### src/verilog/imu_sync_pkg.sv
package imu_sync_pkg;

  localparam longint unsigned CLK_HZ = 100_000_000;
  localparam longint unsigned INTERNAL_RATE_HZ = 2000;
  localparam int unsigned INTERNAL_PERIOD_CYCLES = int'(CLK_HZ / INTERNAL_RATE_HZ);
  localparam longint unsigned DR_PULSE_NS = 5000;
  localparam int unsigned DR_PULSE_CYCLES = int'((DR_PULSE_NS * CLK_HZ + 999_999_999) / 1_000_000_000);
  localparam longint unsigned SYNC_OUT_PULSE_NS = 1000;
  localparam int unsigned SYNC_OUT_CYCLES = int'((SYNC_OUT_PULSE_NS * CLK_HZ + 999_999_999) / 1_000_000_000);

  localparam logic [6:0] ADDR_GYRO_RANGE = 7'h5E;
  localparam logic [6:0] ADDR_MISC_CTRL = 7'h60;
  localparam logic [6:0] ADDR_CLOCK_SCALE = 7'h62;
  localparam logic [6:0] ADDR_DECIMATION = 7'h64;

  localparam logic [15:0] MISC_CTRL_RESET = 16'h00C1;
  localparam logic [15:0] CLOCK_SCALE_RESET = 16'h07D0;
  localparam logic [15:0] DECIMATION_RESET = 16'h0000;
  localparam logic [1:0] RANGE_LOW_BITS = 2'h3;

  localparam int unsigned CMD_WRITE_BIT = 15;
  localparam int unsigned CMD_ADDR_MSB = 14;
  localparam int unsigned CMD_ADDR_LSB = 8;
  localparam int unsigned CTRL_LINEAR_G = 7;
  localparam int unsigned CTRL_PERCUSSION = 6;
  localparam int unsigned CTRL_UNUSED = 5;
  localparam int unsigned CTRL_MODE_MSB = 4;
  localparam int unsigned CTRL_MODE_LSB = 2;
  localparam int unsigned CTRL_SYNC_POL = 1;
  localparam int unsigned CTRL_DV_POL = 0;
  localparam int unsigned DEC_MSB = 10;

  localparam int unsigned PERIOD_W = 28;
  localparam int unsigned DEC_W = 11;

  typedef enum logic [2:0] {
    MODE_INTERNAL = 3'h0,
    MODE_DIRECT = 3'h1,
    MODE_SCALED = 3'h2,
    MODE_OUTPUT = 3'h3,
    MODE_PULSE = 3'h5
  } sync_mode_t;

  typedef struct packed {
    logic valid;
    logic [15:0] word;
  } serial_cmd_t;

  typedef struct packed {
    logic gyro;
    logic accel;
    logic accel_pair_done;
  } sample_strobes_t;

endpackage : imu_sync_pkg

### src/verilog/sample_clock_gen.sv
`timescale 1ns/1ps
`default_nettype none
module sample_clock_gen
  import imu_sync_pkg::*;
#(
  parameter int unsigned PERIOD_CYCLES = INTERNAL_PERIOD_CYCLES
) (
  input wire logic clk,
  input wire logic reset_n,
  input wire logic sync_edge,
  input wire logic [15:0] scale,
  output logic int_tick,
  output logic int_half_tick,
  output logic scaled_tick
);

  typedef struct packed {
    logic [PERIOD_W-1:0] timer;
    logic [PERIOD_W-1:0] sync_count;
    logic [PERIOD_W-1:0] sync_period;
    logic [PERIOD_W-1:0] acc;
    logic int_tick;
    logic int_half_tick;
    logic scaled_tick;
  } gen_state_t;

  localparam logic [PERIOD_W-1:0] LAST = PERIOD_W'(PERIOD_CYCLES - 1);
  localparam logic [PERIOD_W-1:0] HALF = PERIOD_W'(PERIOD_CYCLES / 2 - 1);

  gen_state_t state;
  gen_state_t next_state;

  always_comb begin
    logic [PERIOD_W-1:0] sum;
    sum = '0;
    next_state = state;
    next_state.int_tick = 1'b0;
    next_state.int_half_tick = 1'b0;
    next_state.scaled_tick = 1'b0;
    // free-running internal timebase, also used to retire stale modes
    if (state.timer == LAST) begin
      next_state.timer = '0;
      next_state.int_tick = 1'b1;
      next_state.int_half_tick = 1'b1;
    end else begin
      next_state.timer = state.timer + 1'b1;
      if (state.timer == HALF) begin
        next_state.int_half_tick = 1'b1;
      end
    end
    // sync period measured in clocks; saturates when the reference stops
    if (sync_edge) begin
      next_state.sync_period = state.sync_count + 1'b1;
      next_state.sync_count = '0;
    end else if (state.sync_count != '1) begin
      next_state.sync_count = state.sync_count + 1'b1;
    end
    // rate = scale / period, no divider needed; scale above period caps at clk
    sum = state.acc + PERIOD_W'(scale);
    if (state.sync_period != '0 && sum >= state.sync_period) begin
      next_state.acc = sum - state.sync_period;
      next_state.scaled_tick = 1'b1;
    end else if (state.sync_period != '0) begin
      next_state.acc = sum;
    end
    if (!reset_n) begin
      next_state = '0;
    end
  end

  always_ff @(posedge clk) begin
    state <= next_state;
  end

  assign int_tick = state.int_tick;
  assign int_half_tick = state.int_half_tick;
  assign scaled_tick = state.scaled_tick;

endmodule : sample_clock_gen
`default_nettype wire

### src/verilog/output_decimator.sv
`timescale 1ns/1ps
`default_nettype none
module output_decimator
  import imu_sync_pkg::*;
(
  input wire logic clk,
  input wire logic reset_n,
  input wire logic sample_tick,
  input wire logic [DEC_W-1:0] divisor,
  output logic out_tick,
  output logic dv_active
);

  typedef struct packed {
    logic [DEC_W-1:0] count;
    logic [15:0] hold;
    logic out_tick;
    logic dv_active;
  } dec_state_t;

  dec_state_t state;
  dec_state_t next_state;

  always_comb begin
    next_state = state;
    next_state.out_tick = 1'b0;
    if (state.hold != '0) begin
      next_state.hold = state.hold - 1'b1;
    end
    next_state.dv_active = (state.hold > 16'h0001);
    if (sample_tick) begin
      // divisor lowered below count restarts the period
      if (state.count >= divisor) begin
        next_state.count = '0;
        next_state.out_tick = 1'b1;
        next_state.hold = 16'(DR_PULSE_CYCLES);
        next_state.dv_active = 1'b1;
      end else begin
        next_state.count = state.count + 1'b1;
        // next sample starts a new average, so the pin drops once per output
        next_state.hold = '0;
        next_state.dv_active = 1'b0;
      end
    end
    if (!reset_n) begin
      next_state = '0;
    end
  end

  always_ff @(posedge clk) begin
    state <= next_state;
  end

  assign out_tick = state.out_tick;
  assign dv_active = state.dv_active;

endmodule : output_decimator
`default_nettype wire

### src/verilog/imu_sample_clock_sync_control.sv
`timescale 1ns/1ps
`default_nettype none
module imu_sample_clock_sync_control
  import imu_sync_pkg::*;
#(
  parameter int unsigned SAMPLE_PERIOD_CYCLES = INTERNAL_PERIOD_CYCLES,
  parameter logic [1:0] GYRO_RANGE = 2'h3
) (
  input wire logic clk,
  input wire logic reset_n,
  input wire serial_cmd_t cmd,
  output logic [15:0] rd_data,
  output logic rd_valid,
  input wire logic sync_in,
  output logic sync_out,
  output logic sync_oe_n,
  output logic data_valid_pin,
  output sample_strobes_t strobes,
  output logic output_strobe,
  output logic linear_g_comp_en,
  output logic percussion_align_en,
  output logic bandwidth_reduced
);

  typedef struct packed {
    logic [15:0] misc_ctrl;
    logic [15:0] clock_scale;
    logic [15:0] decimation;
    logic [15:0] rd_data;
    logic rd_valid;
    logic sync_meta;
    logic sync_level;
    logic sync_prev;
    logic [2:0] active_mode;
    logic accel_half;
    logic [15:0] sync_out_cnt;
    logic sync_out;
    logic sync_oe_n;
    logic data_valid_pin;
    sample_strobes_t strobes;
    logic output_strobe;
    logic linear_g;
    logic percussion;
    logic bw_reduced;
  } top_state_t;

  top_state_t state;
  top_state_t next_state;

  // pulse clipped to half a sample period so the pin returns idle between samples
  localparam int unsigned SYNC_OUT_MAX = SAMPLE_PERIOD_CYCLES / 2;
  localparam logic [15:0] SYNC_OUT_LEN = 16'((SYNC_OUT_CYCLES < SYNC_OUT_MAX) ? SYNC_OUT_CYCLES : SYNC_OUT_MAX);

  logic int_tick;
  logic int_half_tick;
  logic scaled_tick;
  logic dec_tick;
  logic dv_active;
  logic active_edge;
  logic other_edge;

  function automatic logic [2:0] mode_legal(input logic [2:0] code);
    // reserved codes fall back to internal timing
    case (code)
      MODE_INTERNAL, MODE_DIRECT, MODE_SCALED, MODE_OUTPUT, MODE_PULSE: mode_legal = code;
      default: mode_legal = MODE_INTERNAL;
    endcase
  endfunction : mode_legal

  function automatic logic [15:0] reg_read(input logic [6:0] addr, input top_state_t s);
    case (addr)
      ADDR_GYRO_RANGE: reg_read = {12'h000, GYRO_RANGE, RANGE_LOW_BITS};
      ADDR_MISC_CTRL: reg_read = s.misc_ctrl;
      ADDR_CLOCK_SCALE: reg_read = s.clock_scale;
      ADDR_DECIMATION: reg_read = s.decimation;
      default: reg_read = 16'h0000;
    endcase
  endfunction : reg_read

  // edge sense follows polarity, from synchronised level only
  assign active_edge = state.misc_ctrl[CTRL_SYNC_POL] ? (state.sync_level & ~state.sync_prev)
                                                       : (~state.sync_level & state.sync_prev);
  assign other_edge = (state.sync_level != state.sync_prev) & ~active_edge;

  sample_clock_gen #(
    .PERIOD_CYCLES(SAMPLE_PERIOD_CYCLES)
  ) u_gen (
    .clk(clk),
    .reset_n(reset_n),
    .sync_edge(active_edge),
    .scale(state.clock_scale),
    .int_tick(int_tick),
    .int_half_tick(int_half_tick),
    .scaled_tick(scaled_tick)
  );

  output_decimator u_dec (
    .clk(clk),
    .reset_n(reset_n),
    .sample_tick(state.strobes.gyro),
    .divisor(state.decimation[DEC_MSB:0]),
    .out_tick(dec_tick),
    .dv_active(dv_active)
  );

  always_comb begin
    logic [6:0] addr;
    logic [6:0] word_addr;
    logic gyro;
    logic accel;
    addr = cmd.word[CMD_ADDR_MSB:CMD_ADDR_LSB];
    word_addr = {addr[6:1], 1'b0};
    gyro = 1'b0;
    accel = 1'b0;
    next_state = state;
    next_state.rd_valid = 1'b0;
    next_state.sync_meta = sync_in;
    next_state.sync_level = state.sync_meta;
    next_state.sync_prev = state.sync_level;

    if (cmd.valid && cmd.word[CMD_WRITE_BIT]) begin
      // byte writes; a half-written word is live until its partner lands
      case (word_addr)
        ADDR_MISC_CTRL: begin
          if (!addr[0]) begin
            next_state.misc_ctrl[7:0] = cmd.word[7:0];
            next_state.misc_ctrl[CTRL_UNUSED] = 1'b0;
          end
        end
        ADDR_CLOCK_SCALE: begin
          if (addr[0]) next_state.clock_scale[15:8] = cmd.word[7:0];
          else next_state.clock_scale[7:0] = cmd.word[7:0];
        end
        ADDR_DECIMATION: begin
          if (addr[0]) next_state.decimation[15:8] = cmd.word[7:0];
          else next_state.decimation[7:0] = cmd.word[7:0];
        end
        default: begin
        end
      endcase
    end else if (cmd.valid) begin
      next_state.rd_data = reg_read(word_addr, state);
      next_state.rd_valid = 1'b1;
    end

    case (state.active_mode)
      MODE_DIRECT: begin
        gyro = active_edge;
        accel = active_edge | other_edge;
      end
      MODE_PULSE: begin
        gyro = active_edge;
        accel = active_edge;
      end
      MODE_SCALED: begin
        gyro = scaled_tick;
        accel = scaled_tick;
      end
      default: begin
        gyro = int_tick;
        accel = int_half_tick;
      end
    endcase

    next_state.strobes.gyro = gyro;
    next_state.strobes.accel = accel;
    next_state.strobes.accel_pair_done = 1'b0;
    if (accel) begin
      if (state.active_mode == MODE_PULSE || state.active_mode == MODE_SCALED) begin
        next_state.strobes.accel_pair_done = 1'b1;
      end else begin
        next_state.accel_half = ~state.accel_half;
        next_state.strobes.accel_pair_done = state.accel_half;
      end
    end

    // switch only at a sample boundary; internal tick rescues a dead sync
    if (gyro || int_tick) begin
      next_state.active_mode = mode_legal(state.misc_ctrl[CTRL_MODE_MSB:CTRL_MODE_LSB]);
      // an internal tick must not split an external accel pair
      if (gyro || next_state.active_mode != state.active_mode) begin
        next_state.accel_half = 1'b0;
      end
    end

    next_state.sync_oe_n = (state.active_mode != MODE_OUTPUT);
    if (state.active_mode == MODE_OUTPUT && gyro) begin
      next_state.sync_out_cnt = SYNC_OUT_LEN;
    end else if (state.sync_out_cnt != 16'h0000) begin
      next_state.sync_out_cnt = state.sync_out_cnt - 1'b1;
    end
    next_state.sync_out = (next_state.sync_out_cnt != 16'h0000) ~^ state.misc_ctrl[CTRL_SYNC_POL];

    next_state.output_strobe = dec_tick;
    next_state.data_valid_pin = dv_active ~^ state.misc_ctrl[CTRL_DV_POL];
    next_state.linear_g = state.misc_ctrl[CTRL_LINEAR_G];
    next_state.percussion = state.misc_ctrl[CTRL_PERCUSSION];
    next_state.bw_reduced = (state.active_mode == MODE_PULSE);

    if (!reset_n) begin
      next_state = '0;
      next_state.misc_ctrl = MISC_CTRL_RESET;
      next_state.clock_scale = CLOCK_SCALE_RESET;
      next_state.decimation = DECIMATION_RESET;
      next_state.active_mode = MODE_INTERNAL;
      next_state.sync_oe_n = 1'b1;
      next_state.sync_out = 1'b0;
      next_state.data_valid_pin = 1'b0;
      next_state.linear_g = 1'b1;
      next_state.percussion = 1'b1;
    end
  end

  always_ff @(posedge clk) begin
    state <= next_state;
  end

  assign rd_data = state.rd_data;
  assign rd_valid = state.rd_valid;
  assign sync_out = state.sync_out;
  assign sync_oe_n = state.sync_oe_n;
  assign data_valid_pin = state.data_valid_pin;
  assign strobes = state.strobes;
  assign output_strobe = state.output_strobe;
  assign linear_g_comp_en = state.linear_g;
  assign percussion_align_en = state.percussion;
  assign bandwidth_reduced = state.bw_reduced;

endmodule : imu_sample_clock_sync_control
`default_nettype wire

### config.mk
export PLATFORM = sky130hd
export DESIGN_NAME = imu_sample_clock_sync_control
export DESIGN_NICKNAME = d
export VERILOG_FILES = /design/src/verilog/imu_sync_pkg.sv /design/src/verilog/sample_clock_gen.sv /design/src/verilog/output_decimator.sv /design/src/verilog/imu_sample_clock_sync_control.sv
export SDC_FILE = /design/constraint.sdc
export NUM_CORES = 1
export LEC_CHECK = 0
export ABC_CLOCK_PERIOD_IN_PS = 9000
export BUFFER_PORTS_ARGS = -buffer_cell sky130_fd_sc_hd__buf_2
export CAP_MARGIN = 20
export CORE_ASPECT_RATIO = 1.5
export CORE_UTILIZATION = 60
export CTS_CLUSTER_DIAMETER = 80
export DETAILED_ROUTE_END_ITERATION = 8
export GPL_ROUTABILITY_DRIVEN = 0
export PLACE_DENSITY = 0.78
export SLEW_MARGIN = 30
export SYNTH_ARGS = -nofsm -noshare
export SYNTH_HDL_FRONTEND = slang
export SYNTH_SLANG_ARGS = --single-unit
export TNS_END_PERCENT = 100
### constraint.sdc
create_clock -name clk -period 9 [get_ports clk]
set_clock_uncertainty 0.15 [all_clocks]
set_input_delay 1.35 -clock clk [delete_from_list [all_inputs] [get_ports clk]]
set_output_delay 1.35 -clock clk [all_outputs]
set_load 0.005 [all_outputs]
==> flow_summary.json <==
{
  "period_needed_ns": 5.647,
  "cts_max_level": 1,
  "worst_r2r_path_depth": 18,
  "yosys.area.top_type_share_pct": 35.46,
  "worstSetupPathType": "register to register",
  "start_util_pct": 60.80,
  "io_buffers": 46,
  "place_area_um2": 13330,
  "timing.rr.end": "u_gen.state[21]$_SDFFE_PN0P_",
  "synth-xor-area-share_pct": 8.722,
  "die_h_um": 183.4,
  "grt_pass1_vias": 10530,
  "crit_path_end_kind": "register",
  "synth_top_family_by_area": "simple AND/OR/NAND/NOR gates",
  "dr.pass1.iters": 7,
  "hold_viol": 0,
  "avgRoutedWirePerCell_um": 16.37,
  "worst_slew_margin_rel_pct": 37.25,
  "ys_seq_elements": 233,
  "synth_cell_type_count": 76,
  "wl_met1_um": 12880,
  "grt_max_degree": 73,
  "worstPathArrival_ns": 5.90,
  "critPathCapture": "u_gen.state[21]$_SDFFE_PN0P_",
  "dr.max_layer_used": "met4",
  "cts.reportedPaths.clkPinSlew_ns": 0.07,
  "synthArstFlopShare_pct": 0,
  "wl_um": 30570,
  "power.density_nw_per_um2": 297.7,
  "wl_met3_um": 1560,
  "tightest_slew_ns": 0.9378,
  "vias": 11360,
  "wl_met2_um": 15070,
  "post-route-period-util_pct": 62.75,
  "grt_pass1_wl_um": 49910,
  "synth_edf_count": 0,
  "yosys.area_share.simple_pct": 21.52,
  "fin_ws_ns": 3.353,
  "max_freq_mhz": 177.1,
  "worstHoldStart": "u_gen.state[87]$_SDFF_PP0_",
  "die_x_um": 122.9,
  "cap_violations": 0,
  "hpwl_um": 22040,
  "fin_nets": 1668,
  "drive_gt1_share_pct": 7.832,
  "grtUsageTotal_pct": 27.11,
  "ff2ff_setup_slack_ns": 3.35,
  "mappedNetlistArea_um2": 13160,
  "viasPerCell": 6.084,
  "path_cells": "ha_1 > fa_1 > a211oi_1 > nor2_1 > o2bb2ai_1 > o21ai_0 > a31oi_1 > o2bb2ai_1 > xnor2_1 > ha_1 > nand4_1 > nor3_1 > o2111ai_1 > o211a_1 > o211ai_1 > a21o_2 > mux2_2 > a32o_1",
  "cp_max_fo": 23,
  "hp-class": "register to register",
  "syn-instance-count": 1600,
  "synth_most_common_cell": "dfxtp_1",
  "cp-start-kind": "register",
  "synthTopCellsByCount": "dfxtp_1, nor2_1, nand2_1",
  "drc_errors": 0,
  "cts_sinks": 233,
  "drt_iter0_drc": 822,
  "synth_mux_area_share_pct": 5.136,
  "clock_latency_ns": 0.51,
  "cts_max_path_buffers": 3,
  "holdBufCountCts": 0,
  "p_leak_nw": 5.501,
  "peakVddDrop_mv": 0.1871,
  "num_antenna_cells": 0,
  "final_cell_area_um2": 14090,
  "num_rows": 66,
  "post_cts_resized": 0,
  "antenna_left": 0,
  "grt_setup_unrepaired": "false",
  "synth_compound_area_share_pct": 17.31,
  "grt_overflow": 0,
  "die-area_um2": 22530,
  "slowest_delay_ns": 0.60,
  "coreArea_um2": 21640,
  "postCtsSetupBuffers": 0,
  "post-place-ws_ns": 3.482,
  "syn-num-nets": 1687,
  "worst_ep_required_time_ns": 9.25,
  "yosys-top-cells-area": "dfxtp_1, ha_1, nor2_1, mux2i_1, xor2_1",
  "startpoint": "state[66]$_SDFFE_PN0P_",
  "slew_violations": 0,
  "synth_flop_cell": "dfxtp_1",
  "cts-root-buf": "clkbuf_16",
  "syn-mean-instance-area_um2": 8.222,
  "antenna_found_initial": 0,
  "tritoncts": "done",
  "synth_area_leader_cell": "dfxtp_1",
  "tns_ns": 0,
  "setup_viol": 0,
  "yosysSeqAreaShare_pct": 35.46,
  "outcome": "complete, no violations",
  "r2r_start": "state[66]$_SDFFE_PN0P_",
  "yosysWarnings": 0,
  "io_pins": 47,
  "synthAdderAreaFrac_pct": 6.487,
  "area_growth_pct": 7.114,
  "cts_made_buffers": 23,
  "slowest_stage": "a21o_2"
}
## metal layers
metal | track usage, % | vias up
li1 | - | 5615
met4 | 10.34 | 0
met5 | 0 | -
met3 | 3.234 | 88
met1 | 32.58 | 5309
met2 | 48.43 | 352
## power by group
part           switching (mW)  internal, mW  total, mW
Sequential              0.104          1.14       1.25
Clock                   0.401         0.568      0.970
Combinational            1.15         0.823       1.98
## cell usage in the layout, fill, tap and decap left out, drive strengths merged, types with 5 or more instances in the layout
cell,n
nand4,27
nand2b,8
inv,65
and2,13
nand3,50
a22oi,12
nand2,124
a21o,22
dfxtp,233
nor2b,11
or3,11
o31ai,7
nor3,30
nor2,215
mux2i,63
and3,23
xnor2,61
nor4,25
xor2,70
o2111ai,6
a31oi,9
o21a,10
nand3b,5
clkbuf,32
o211a,11
o41ai,5
buf,52
or4,5
ha,65
o21ai,65
o211ai,9
a21oi,113
a211oi,49
or2,13
a21boi,5
## metrics by stage
stage	instances	hold slack (ns)	power, mW	util [%]
detailed placement	1828	0.2861	3.184	61.59
global placement	1828	0.2676	3.144	61.54
CTS	1868	0.3178	4.162	65.09
global route	1868	0.3350	4.468	65.13
finish	1868	0.3144	4.194	65.13
floorplan	1600	0.2619	2.803	-
## registers in the layout, indices dropped and copies added, names as in the netlist
name	flops
bandwidth_reduced	1
data_valid_pin	1
linear_g_comp_en	1
output_strobe	1
percussion_align_en	1
rd_data	16
rd_valid	1
state	62
strobes	3
sync_oe_n	1
sync_out	1
u_dec.dv_active	1
u_dec.out_tick	1
u_dec.state	27
u_gen.int_half_tick	1
u_gen.int_tick	1
u_gen.scaled_tick	1
u_gen.state	112
## worst max-delay path, delay by kind of cell, from the launching register on
family | cells | cell delay [ns]
AO/OA/AOI/OAI | 10 | 2.66
XOR/XNOR | 1 | 0.13
adder cells (fa/ha/maj) | 3 | 1.17
flip-flops | 1 | 0.33
multiplexers | 1 | 0.40
AND/OR/NAND/NOR | 3 | 0.68
## cells by family (layout without fill, tap and decap cells)
| kind of cell | after synthesis | in the layout |
|---|---|---|
| simple gates | 588 | 588 |
| buf+inv | 161 | 157 |
| flops | 233 | 233 |
| fa+ha+maj | 67 | 67 |
| mux | 67 | 67 |
| compound gates | 353 | 353 |
| xor+xnor | 131 | 131 |
## worst min-delay path by stage
stage                                       endpoint  cells past startpoint
after global placement      output_strobe$_SDFF_PN0_                      1
after global routing      u_gen.state[87]$_SDFF_PP0_                      1
after detailed placement    output_strobe$_SDFF_PN0_                      1
after floorplan             output_strobe$_SDFF_PN0_                      1
after CTS                 u_gen.state[87]$_SDFF_PP0_                      1
final                     u_gen.state[87]$_SDFF_PP0_                      1
## final cells by class
class	count	area, µm²
multi-input cells	1206	7809
fillers	1838	7545
flip-flops and latches	233	4664
clock buffers	32	659.4
well taps	272	340.3
repair buffers	52	275.3
inverters	65	244.0
clock inverters	8	98.84
(Power assumes the default switching activity.)
